File: src/hdl/bma_pkg.sv
// Package of constants and types for the battery measurement accumulator.
package bma_pkg;

   // ==========================================================================
   // Word addresses of the memory-mapped results and the configuration word.
   localparam logic [15:0] ADDR_CELL_VOLTAGE_RESULT = 16'h6003;
   localparam logic [15:0] ADDR_CURRENT_RESULT      = 16'h6004;
   localparam logic [15:0] ADDR_TEMPERATURE_RESULT  = 16'h6005;
   localparam logic [15:0] ADDR_CHARGE_ACC_HIGH     = 16'h6006;
   localparam logic [15:0] ADDR_CHARGE_ACC_MID      = 16'h6007;
   localparam logic [15:0] ADDR_CHARGE_ACC_LOW      = 16'h6008;
   localparam logic [15:0] ADDR_LONG_AVERAGE        = 16'h6009;
   localparam logic [15:0] ADDR_CONVERTER_CONFIG    = 16'h600a;

   // ==========================================================================
   // Timing: clock period, sample period and derived cycle count.
   localparam int CLK_PERIOD_NS    = 25;
   localparam int SAMPLE_PERIOD_NS = 687000;
   localparam int SAMPLE_CYCLES    = SAMPLE_PERIOD_NS / CLK_PERIOD_NS;

   // ==========================================================================
   // Sample counts for averaging and cadence.
   localparam int CUR_AVG_N   = 128;   // Current result window (about 88 ms).
   localparam int LONG_AVG_N  = 4096;  // Long average window (about 2.8 s).
   localparam int VOLT_AVG_N  = 5;     // Voltage window (about 3.4 ms).
   localparam int TEMP_AVG_N  = 32;    // Temperature window (about 220 ms).
   localparam int TEMP_EVERY  = 10;    // Sample periods per temperature sample.

   // ==========================================================================
   // Accumulator layout and per-sample weights in units of 2^-32 of the main LSB.
   localparam int ACC_W        = 48;   // 16 integer plus 32 fractional bits.
   localparam int ACC_XW       = 50;   // Guard width for saturation.
   localparam int FRAC_W       = 32;
   localparam int SAMPLE_SHIFT = 11;   // Weight of one current code per sample.
   localparam int BIAS_SHIFT   = 7;    // Weight of one bias code per sample.
   localparam logic signed [17:0] BLANK_CODES = 18'sh00004; // 62.5 uV in current codes.

   // ==========================================================================
   // Offset filter: fractional bits and smoothing shift.
   localparam int OFF_FRAC  = 4;
   localparam int OFF_SHIFT = 4;

   // ==========================================================================
   // Configuration word layout and reset value.
   typedef struct packed {
      logic [7:0] accumulation_bias;    // Signed bias, bits 15:8.
      logic [4:0] protect_fields;       // Protector thresholds, bits 7:3.
      logic [1:0] reserved;             // Reads as zero, bits 2:1.
      logic       offset_blank_enable;  // Bit 0.
   } bma_cfg_t;
   localparam logic [15:0] CFG_RESET = 16'h0000;

   // ==========================================================================
   // Converter channels and sequencer states.
   typedef enum logic [1:0] {
      CH_CURRENT = 2'h0,
      CH_ZERO    = 2'h1,
      CH_VOLTAGE = 2'h2,
      CH_TEMP    = 2'h3
   } bma_chan_t;

   typedef enum logic [2:0] {
      ST_IDLE = 3'h0,
      ST_CUR  = 3'h1,
      ST_ZERO = 3'h3,
      ST_VOLT = 3'h2,
      ST_TEMP = 3'h6
   } bma_state_t;

endpackage : bma_pkg

File: src/hdl/bma_averager.sv
// Block averager that posts a saturated 16-bit mean of N samples.
`timescale 1ns/10ps
`default_nettype none
module bma_averager #(
   parameter int N  = 128,  // Samples per window.
   parameter int IW = 18    // Signed input width.
) (
   input  wire logic                 clk_i,
   input  wire logic                 rst_i,
   input  wire logic                 ce_i,
   input  wire logic                 in_valid_i,
   input  wire logic signed [IW-1:0] in_data_i,
   output logic signed [15:0]        result_o,
   output logic                      update_o
);

   // ==========================================================================
   // Sizing.
   localparam int SW = IW + $clog2(N) + 1;
   localparam int CW = $clog2(N) + 1;
   localparam logic signed [SW-1:0] N_S  = SW'(N);
   localparam logic signed [SW-1:0] MAXV = SW'(32767);
   localparam logic signed [SW-1:0] MINV = -SW'(32768);

   logic signed [SW-1:0] sum;     // Running window sum.
   logic [CW-1:0]        count;   // Samples taken in this window.
   logic signed [SW-1:0] next_sum;
   logic signed [SW-1:0] mean;

   // Sum including the incoming sample, and the window mean.
   always_comb begin
      next_sum = sum + SW'(in_data_i);
      mean     = next_sum / N_S;
   end

   // Window bookkeeping and result posting; the result changes in one edge.
   always_ff @(posedge clk_i or posedge rst_i) begin
      if (rst_i) begin
         sum      <= '0;
         count    <= '0;
         result_o <= 16'sh0000;
         update_o <= 1'b0;
      end else if (ce_i) begin
         update_o <= 1'b0;
         if (in_valid_i) begin
            if (count == CW'(N - 1)) begin
               // Clamp so that out-of-range means report the extreme codes.
               if (mean > MAXV) begin
                  result_o <= 16'sh7fff;
               end else if (mean < MINV) begin
                  result_o <= 16'sh8000;
               end else begin
                  result_o <= mean[15:0];
               end
               update_o <= 1'b1;
               sum      <= '0;
               count    <= '0;
            end else begin
               sum   <= next_sum;
               count <= count + CW'(1);
            end
         end
      end
   end

endmodule : bma_averager
`default_nettype wire

File: src/hdl/bma_top.sv
// Measurement sequencer, result registers and charge accumulator.
`timescale 1ns/10ps
`default_nettype none
module bma_top
   import bma_pkg::*;
#(
   parameter int SAMPLE_CYC = SAMPLE_CYCLES  // Clock cycles per sample period.
) (
   input  wire logic        CLK_SYS_I,
   input  wire logic        RESET_I,
   input  wire logic        CE_I,
   output logic             CONV_REQ_O,
   output logic [1:0]       CONV_CH_O,
   input  wire logic        CONV_VALID_I,
   input  wire logic [15:0] CONV_DATA_I,
   input  wire logic [15:0] MEM_ADDR_I,
   input  wire logic        MEM_RD_I,
   input  wire logic        MEM_WR_I,
   input  wire logic [15:0] MEM_WDATA_I,
   output logic [15:0]      MEM_RDATA_O
);

   // ==========================================================================
   // Declarations.
   localparam int TW = $clog2(SAMPLE_CYC) + 1;
   localparam logic signed [ACC_XW-1:0] ACC_MAX = ACC_XW'({1'b0, {(ACC_W-1){1'b1}}});
   localparam logic signed [ACC_XW-1:0] ACC_MIN = -ACC_MAX - ACC_XW'(1);

   bma_state_t              state;        // Sequencer state.
   logic [TW-1:0]           tick_cnt;     // Sample period timer.
   logic                    tick;         // One-cycle start of a period.
   logic [3:0]              temp_div;     // Periods since last temperature sample.
   logic                    temp_due;     // This period also samples temperature.
   bma_cfg_t                cfg;          // Converter configuration word.
   logic signed [19:0]      off_acc;      // Offset estimate with fraction.
   logic signed [20:0]      off_err;      // Filter error term.
   logic signed [17:0]      cur_corr;     // Offset-corrected current code.
   logic                    cur_step;     // A current sample arrives.
   logic                    blanked;      // Sample is dropped by blanking.
   logic signed [ACC_XW-1:0] acc_delta;   // Per-sample accumulator step.
   logic signed [ACC_XW-1:0] acc_sum;     // Unsaturated new accumulator.
   logic signed [ACC_W-1:0] acc;          // Charge accumulator, 16.32 format.
   logic signed [15:0]      cur_res;      // Current result.
   logic signed [15:0]      long_res;     // Long average current result.
   logic signed [15:0]      volt_res;     // Voltage result.
   logic signed [15:0]      temp_res;     // Temperature result.
   logic                    cur_upd;      // Current result posted.
   logic                    acc_wr;       // Software loads the accumulator.
   logic                    cfg_wr;       // Software writes the configuration.

   // ==========================================================================
   // Sample period timer; the count is long, so it is a parameter.
   // fixed period
   always_ff @(posedge CLK_SYS_I or posedge RESET_I) begin
      if (RESET_I) begin
         tick_cnt <= '0;
      end else if (CE_I) begin
         if (tick) begin
            tick_cnt <= '0;
         end else begin
            tick_cnt <= tick_cnt + TW'(1);
         end
      end
   end
   assign tick = (tick_cnt == TW'(SAMPLE_CYC - 1));

   // Temperature cadence counter; wraps every ten periods.
   // tenth period
   always_ff @(posedge CLK_SYS_I or posedge RESET_I) begin
      if (RESET_I) begin
         temp_div <= 4'h0;
      end else if (CE_I && tick) begin
         if (temp_div == 4'(TEMP_EVERY - 1)) begin
            temp_div <= 4'h0;
         end else begin
            temp_div <= temp_div + 4'h1;
         end
      end
   end
   assign temp_due = (temp_div == 4'h0);

   // ==========================================================================
   // Sequencer: current, offset zero, voltage, then temperature when due.
   // A period tick during a slow conversion is dropped rather than queued.
   always_ff @(posedge CLK_SYS_I or posedge RESET_I) begin
      if (RESET_I) begin
         state <= ST_IDLE;
      end else if (CE_I) begin
         case (state)
            ST_IDLE: begin
               if (tick) begin
                  state <= ST_CUR;
               end
            end
            ST_CUR: begin
               if (CONV_VALID_I) begin
                  state <= ST_ZERO;
               end
            end
            ST_ZERO: begin
               if (CONV_VALID_I) begin
                  state <= ST_VOLT;
               end
            end
            ST_VOLT: begin
               if (CONV_VALID_I) begin
                  state <= temp_due ? ST_TEMP : ST_IDLE;
               end
            end
            ST_TEMP: begin
               if (CONV_VALID_I) begin
                  state <= ST_IDLE;
               end
            end
            default: begin
               state <= ST_IDLE;
            end
         endcase
      end
   end

   // Conversion request: one pulse on entry to each converting state.
   always_ff @(posedge CLK_SYS_I or posedge RESET_I) begin
      if (RESET_I) begin
         CONV_REQ_O <= 1'b0;
         CONV_CH_O  <= CH_CURRENT;
      end else if (CE_I) begin
         CONV_REQ_O <= 1'b0;
         if (state == ST_IDLE && tick) begin
            CONV_REQ_O <= 1'b1;
            CONV_CH_O  <= CH_CURRENT;
         end else if (state == ST_CUR && CONV_VALID_I) begin
            CONV_REQ_O <= 1'b1;
            CONV_CH_O  <= CH_ZERO;
         end else if (state == ST_ZERO && CONV_VALID_I) begin
            CONV_REQ_O <= 1'b1;
            CONV_CH_O  <= CH_VOLTAGE;
         end else if (state == ST_VOLT && CONV_VALID_I && temp_due) begin
            CONV_REQ_O <= 1'b1;
            CONV_CH_O  <= CH_TEMP;
         end
      end
   end

   // ==========================================================================
   // Offset cancellation from the shorted-input conversion, smoothed.
   // offset filter
   always_ff @(posedge CLK_SYS_I or posedge RESET_I) begin
      if (RESET_I) begin
         off_acc <= 20'sh00000;
      end else if (CE_I && state == ST_ZERO && CONV_VALID_I) begin
         off_acc <= off_acc + 20'(off_err >>> OFF_SHIFT);
      end
   end

   // Correction and accumulator step. Data is positive-input minus negative-input.
   always_comb begin
      off_err   = 21'($signed({CONV_DATA_I, 4'h0})) - 21'(off_acc);
      // signed current
      // The offset estimate is signed; a bare part-select would zero-extend it.
      cur_corr  = 18'($signed(CONV_DATA_I)) - 18'($signed(off_acc[19:OFF_FRAC]));
      cur_step  = CE_I && (state == ST_CUR) && CONV_VALID_I;
      blanked   = cfg.offset_blank_enable && (cur_corr > 18'sh00000) &&
                  (cur_corr < BLANK_CODES);
      acc_delta = (ACC_XW'($signed(cfg.accumulation_bias)) <<< BIAS_SHIFT);
      if (!blanked) begin
         acc_delta = acc_delta + (ACC_XW'(cur_corr) <<< SAMPLE_SHIFT);
      end
      acc_sum   = ACC_XW'(acc) + acc_delta;
   end

   // ==========================================================================
   // Charge accumulator; a software load wins over a sample in the same cycle.
   assign acc_wr = CE_I && MEM_WR_I && (MEM_ADDR_I == ADDR_CHARGE_ACC_HIGH);
   always_ff @(posedge CLK_SYS_I or posedge RESET_I) begin
      if (RESET_I) begin
         acc <= '0;
      end else if (acc_wr) begin
         acc <= {MEM_WDATA_I, {FRAC_W{1'b0}}};
      end else if (cur_step) begin
         if (acc_sum > ACC_MAX) begin
            acc <= ACC_MAX[ACC_W-1:0];
         end else if (acc_sum < ACC_MIN) begin
            acc <= ACC_MIN[ACC_W-1:0];
         end else begin
            acc <= acc_sum[ACC_W-1:0];
         end
      end
   end

   // ==========================================================================
   // Configuration word; reserved bits are not stored.
   assign cfg_wr = CE_I && MEM_WR_I && (MEM_ADDR_I == ADDR_CONVERTER_CONFIG);
   always_ff @(posedge CLK_SYS_I or posedge RESET_I) begin
      if (RESET_I) begin
         cfg <= bma_cfg_t'(CFG_RESET);
      end else if (cfg_wr) begin
         cfg <= bma_cfg_t'(MEM_WDATA_I & 16'hfff9);
      end
   end

   // ==========================================================================
   // Averagers. Each posts its word in a single edge.
   // 128-sample mean
   bma_averager #(.N(CUR_AVG_N), .IW(18)) u_cur_avg (
      .clk_i      (CLK_SYS_I),
      .rst_i      (RESET_I),
      .ce_i       (CE_I),
      .in_valid_i (cur_step),
      .in_data_i  (cur_corr),
      .result_o   (cur_res),
      .update_o   (cur_upd)
   );

   bma_averager #(.N(LONG_AVG_N), .IW(18)) u_long_avg (
      .clk_i      (CLK_SYS_I),
      .rst_i      (RESET_I),
      .ce_i       (CE_I),
      .in_valid_i (cur_step),
      .in_data_i  (cur_corr),
      .result_o   (long_res),
      .update_o   ()
   );

   bma_averager #(.N(VOLT_AVG_N), .IW(17)) u_volt_avg (
      .clk_i      (CLK_SYS_I),
      .rst_i      (RESET_I),
      .ce_i       (CE_I),
      .in_valid_i (CE_I && state == ST_VOLT && CONV_VALID_I),
      .in_data_i  ($signed({1'b0, CONV_DATA_I})),
      .result_o   (volt_res),
      .update_o   ()
   );

   bma_averager #(.N(TEMP_AVG_N), .IW(16)) u_temp_avg (
      .clk_i      (CLK_SYS_I),
      .rst_i      (RESET_I),
      .ce_i       (CE_I),
      .in_valid_i (CE_I && state == ST_TEMP && CONV_VALID_I),
      .in_data_i  ($signed(CONV_DATA_I)),
      .result_o   (temp_res),
      .update_o   ()
   );

   // ==========================================================================
   // Read port: registered, one cycle after the read strobe; unmapped reads 0.
   // Coherence across the three accumulator words is left to software.
   // result map
   always_ff @(posedge CLK_SYS_I or posedge RESET_I) begin
      if (RESET_I) begin
         MEM_RDATA_O <= 16'h0000;
      end else if (CE_I && MEM_RD_I) begin
         case (MEM_ADDR_I)
            ADDR_CELL_VOLTAGE_RESULT: MEM_RDATA_O <= volt_res;
            ADDR_CURRENT_RESULT:      MEM_RDATA_O <= cur_res;
            ADDR_TEMPERATURE_RESULT:  MEM_RDATA_O <= temp_res;
            ADDR_CHARGE_ACC_HIGH:     MEM_RDATA_O <= acc[47:32];
            ADDR_CHARGE_ACC_MID:      MEM_RDATA_O <= acc[31:16];
            ADDR_CHARGE_ACC_LOW:      MEM_RDATA_O <= acc[15:0];
            ADDR_LONG_AVERAGE:        MEM_RDATA_O <= long_res;
            ADDR_CONVERTER_CONFIG:    MEM_RDATA_O <= cfg;
            default:                  MEM_RDATA_O <= 16'h0000;
         endcase
      end
   end

   // ==========================================================================
   // Assertions.
   property p_load_clears;
      @(posedge CLK_SYS_I) disable iff (RESET_I)
      acc_wr |=> (acc[47:32] == $past(MEM_WDATA_I)) && (acc[31:0] == 32'h0);
   endproperty
   a_load_clears: assert property (p_load_clears) else $error("load wrong");

   property p_req_after_tick;
      @(posedge CLK_SYS_I) disable iff (RESET_I)
      (CE_I && tick && state == ST_IDLE) |=> CONV_REQ_O && CONV_CH_O == CH_CURRENT;
   endproperty
   a_req_after_tick: assert property (p_req_after_tick) else $error("no request");

   // The request shows one edge after the decision, and a tick on that same edge
   // may already have moved the cadence counter, so check the decision's value.
   property p_temp_cadence;
      @(posedge CLK_SYS_I) disable iff (RESET_I)
      (CONV_REQ_O && CONV_CH_O == CH_TEMP) |-> $past(temp_due);
   endproperty
   a_temp_cadence: assert property (p_temp_cadence) else $error("temp cadence");

   property p_blank_bias_only;
      @(posedge CLK_SYS_I) disable iff (RESET_I)
      (cur_step && !acc_wr && blanked && cfg.accumulation_bias == 8'h00 &&
       cfg.offset_blank_enable) |=> acc == $past(acc);
   endproperty
   a_blank_bias_only: assert property (p_blank_bias_only) else $error("blank");

   property p_sat_high;
      @(posedge CLK_SYS_I) disable iff (RESET_I)
      (cur_step && !acc_wr && ACC_XW'(acc) == ACC_MAX && acc_delta >= 0)
      |=> ACC_XW'(acc) == ACC_MAX;
   endproperty
   a_sat_high: assert property (p_sat_high) else $error("acc wrapped");

   property p_unmapped_zero;
      @(posedge CLK_SYS_I) disable iff (RESET_I)
      (CE_I && MEM_RD_I && (MEM_ADDR_I < ADDR_CELL_VOLTAGE_RESULT ||
       MEM_ADDR_I > ADDR_CONVERTER_CONFIG)) |=> MEM_RDATA_O == 16'h0000;
   endproperty
   a_unmapped_zero: assert property (p_unmapped_zero) else $error("unmapped");

   property p_reserved_zero;
      @(posedge CLK_SYS_I) disable iff (RESET_I)
      (CE_I && MEM_RD_I && MEM_ADDR_I == ADDR_CONVERTER_CONFIG)
      |=> MEM_RDATA_O[2:1] == 2'b00;
   endproperty
   a_reserved_zero: assert property (p_reserved_zero) else $error("reserved");

   property p_cur_held;
      @(posedge CLK_SYS_I) disable iff (RESET_I)
      (!cur_upd) |-> $stable(cur_res);
   endproperty
   a_cur_held: assert property (p_cur_held) else $error("current moved");

   property p_bias_add;
      @(posedge CLK_SYS_I) disable iff (RESET_I)
      (cur_step && !acc_wr && !blanked && cur_corr == 18'sh0 &&
       ACC_XW'(acc) < ACC_MAX - 50'sd65536 && ACC_XW'(acc) > ACC_MIN + 50'sd65536)
      |=> ACC_XW'(acc) == ACC_XW'($past(acc)) +
          (ACC_XW'($signed($past(cfg.accumulation_bias))) <<< BIAS_SHIFT);
   endproperty
   a_bias_add: assert property (p_bias_add) else $error("bias add");

endmodule : bma_top
`default_nettype wire

File: config.mk
export PLATFORM = sky130hd
export DESIGN_NAME = bma_top
export DESIGN_NICKNAME = d
export VERILOG_FILES = /design/src/hdl/bma_pkg.sv /design/src/hdl/bma_averager.sv /design/src/hdl/bma_top.sv
export SDC_FILE = /design/constraint.sdc
export NUM_CORES = 1
export LEC_CHECK = 0
export ABC_AREA = 0
export BUFFER_PORTS_ARGS = -buffer_cell sky130_fd_sc_hd__buf_2
export CORE_ASPECT_RATIO = 1.5
export CORE_MARGIN = 2
export CORE_UTILIZATION = 50
export CTS_CLUSTER_SIZE = 40
export DETAILED_ROUTE_END_ITERATION = 8
export PLACE_DENSITY_LB_ADDON = 0.1
export SKIP_LAST_GASP = 1
export SLEW_MARGIN = 20
export SYNTH_ARGS = -nofsm -noshare
export SYNTH_HDL_FRONTEND = slang
export SYNTH_HIERARCHICAL = 1
export SYNTH_SLANG_ARGS = --single-unit
File: constraint.sdc
create_clock -name CLK_SYS_I -period 10.85 [get_ports CLK_SYS_I]
set_clock_uncertainty 0.1 [all_clocks]
set_input_delay 1.6275 -clock CLK_SYS_I [delete_from_list [all_inputs] [get_ports CLK_SYS_I]]
set_output_delay 1.6275 -clock CLK_SYS_I [all_outputs]
set_load 0.01 [all_outputs]
==> out/metrics.yaml <==
status: "finished, violations left"
violations: "setup timing"
cts_made_buffers: 37
fin_cells: 4978
grt_pass1_vias: 32142
period_needed_ps: 12290
fin_nets: 4425
grt_pass1_wl_mm: 178
clk_pin_slew_ps: 60
cpPeakStageDelay_ps: 570
grt_start_max_net_pins: 61
clkLatencyLatePin_ps: 590
criticalPathCategory: "in -> reg"
whs_ps: 375
period_share: 1.13
hold_path.class: "reg -> reg"
required_ps: 11180
fin_ws_ps: -1440
fin_util: 0.615
wire_per_inst_um: 23.0
postPlaceCellArea_sq_mm: 0.0352
worst-path-stages: 62
grt_use_total: 0.347
die_x_um: 208
cap_violations: 0
ios: 73
die_h_um: 310
worstMarginPinSlew_ps: 1250
critical_path.top_delay_family: "compound AO/OA/AOI/OAI gates"
routed_wl_mm: 115
vias_per_cell: 6.44
arrival_ps: 12620
coreArea_sq_mm: 0.0619
crit_path_frequent_cell: "buf_4"
area_growth_pct: 22.1
cts_tree: "yes"
max-slew-margin-rel: 0.159
start_util: 0.503
first_pass_iters: 6
drc_errors: 0
drive_gt1_frac: 0.251
rr_worst_depth: 61
synth_area_per_cell_sq_um: 8.41
synth_cells: 3706
rows: 112
slowest_stage: "or4_4"
path_buf_inv: 15
vias: 32076
endpoint_kind: "flip-flop"
path_max_fanout: 6
first_iter_violations: 2257
yosysWarnings: 6
antenna_found_initial: 2
place_inst: 4848
drv_slew: 0
dp_hpwl_mm: 90.7
syn_area_sq_mm: 0.0312
startpoint_type: "primary input"
gr-total-overflow: 0
nFillCells: 5491
setup_viol: 16
min_path_cells: 1
dieArea_sq_mm: 0.0644
r2r_slack_ps: -760
rsz0062_at_grt: "yes"
htreeDepth: 2
final_hold_viol_count: 0
ant_nets: 0
clockBufferDepth: 3
cts.sinks: 313
gp_congestion: 0.998
port_buffers: 72
final_area_sq_mm: 0.0381
max_freq_mhz: 81.3
cts-root-buf: "clkbuf_16"
==> sequential cells by signal (all words and copies together), names as in the netlist, 14 cells and up <==
register	count
MEM_RDATA_O	16
acc	42
cfg	14
off_acc	20
tick_cnt	16
u_cur_avg/result_o	16
u_cur_avg/sum	26
u_long_avg/result_o	16
u_long_avg/sum	31
u_temp_avg/result_o	16
u_temp_avg/sum	22
u_volt_avg/result_o	16
u_volt_avg/sum	21
==> layout make-up <==
cell class,instances,area [sq um],share of cell area
Timing Repair Buffer,569,4200,0.110
Multi-Input combinational cell,3126,23400,0.614
Clock inverter,18,223,0.00585
Sequential cell,313,7830,0.206
Tap cell,798,998,0.0262
Antenna cell,1,2.50,0.0000657
Clock buffer,50,1070,0.0280
Inverter,103,390,0.0103
==> repair_timing <==
action / CTS / global route
setup endpoints to repair: 16 / 16
pin swaps: 75 / 53
cloned: 2 / 0
hold buffers: 0 / 0
buffers inserted: 39 / 21
resized for setup: 153 / 48
==> per-layer routing <==
metal	share of wire	routed length (um)	track usage
met5	0.00011	13	0
met4	0.073	8430	0.225
met3	0.048	5510	0.0368
met2	0.50	57400	0.625
met1	0.38	43300	0.390
==> layout by cell type, fill, tap and decap left out, types with 40 or more instances in the layout <==
master   instances
o21ai_0        219
xor2_1          95
a21o_1          86
ha_1           205
buf_4          476
xnor2_1        159
and3_1          43
a21oi_1        244
dfrtp_1        313
a22o_1          83
nand3_1        105
inv_1           94
a31oi_1         60
nand4_1         73
and2_1          49
buf_2           71
o21ai_1         41
a22oi_1         40
nor3_1          72
nand2_1        317
nor2_1         281
==> final timing paths <==
check / start / endpoint
hold / removal: MEM_RDATA_O[1] / MEM_RDATA_O[1]
hold reg to reg: MEM_RDATA_O[1] / MEM_RDATA_O[1]
max in group asynchronous: RESET_I / acc[37]
min in group asynchronous: RESET_I / u_temp_avg/sum[19]
setup / recovery: CONV_DATA_I[0] / u_volt_avg/result_o[3]
setup reg to reg: u_volt_avg/sum[0] / u_volt_avg/result_o[3]
==> per-stage QoR <==
step | worst slack (ps) | TNS [ps]
after floorplan | -1460 | -22210
after detailed placement | -2440 | -38380
after global placement | -2330 | -36230
after CTS | -1220 | -18890
after global routing | -2000 | -30820
final | -1440 | -22150
Power is left out: the tool's default activity adds up to more than one toggle a clock period on the data nets, which glitch-free logic cannot reach.
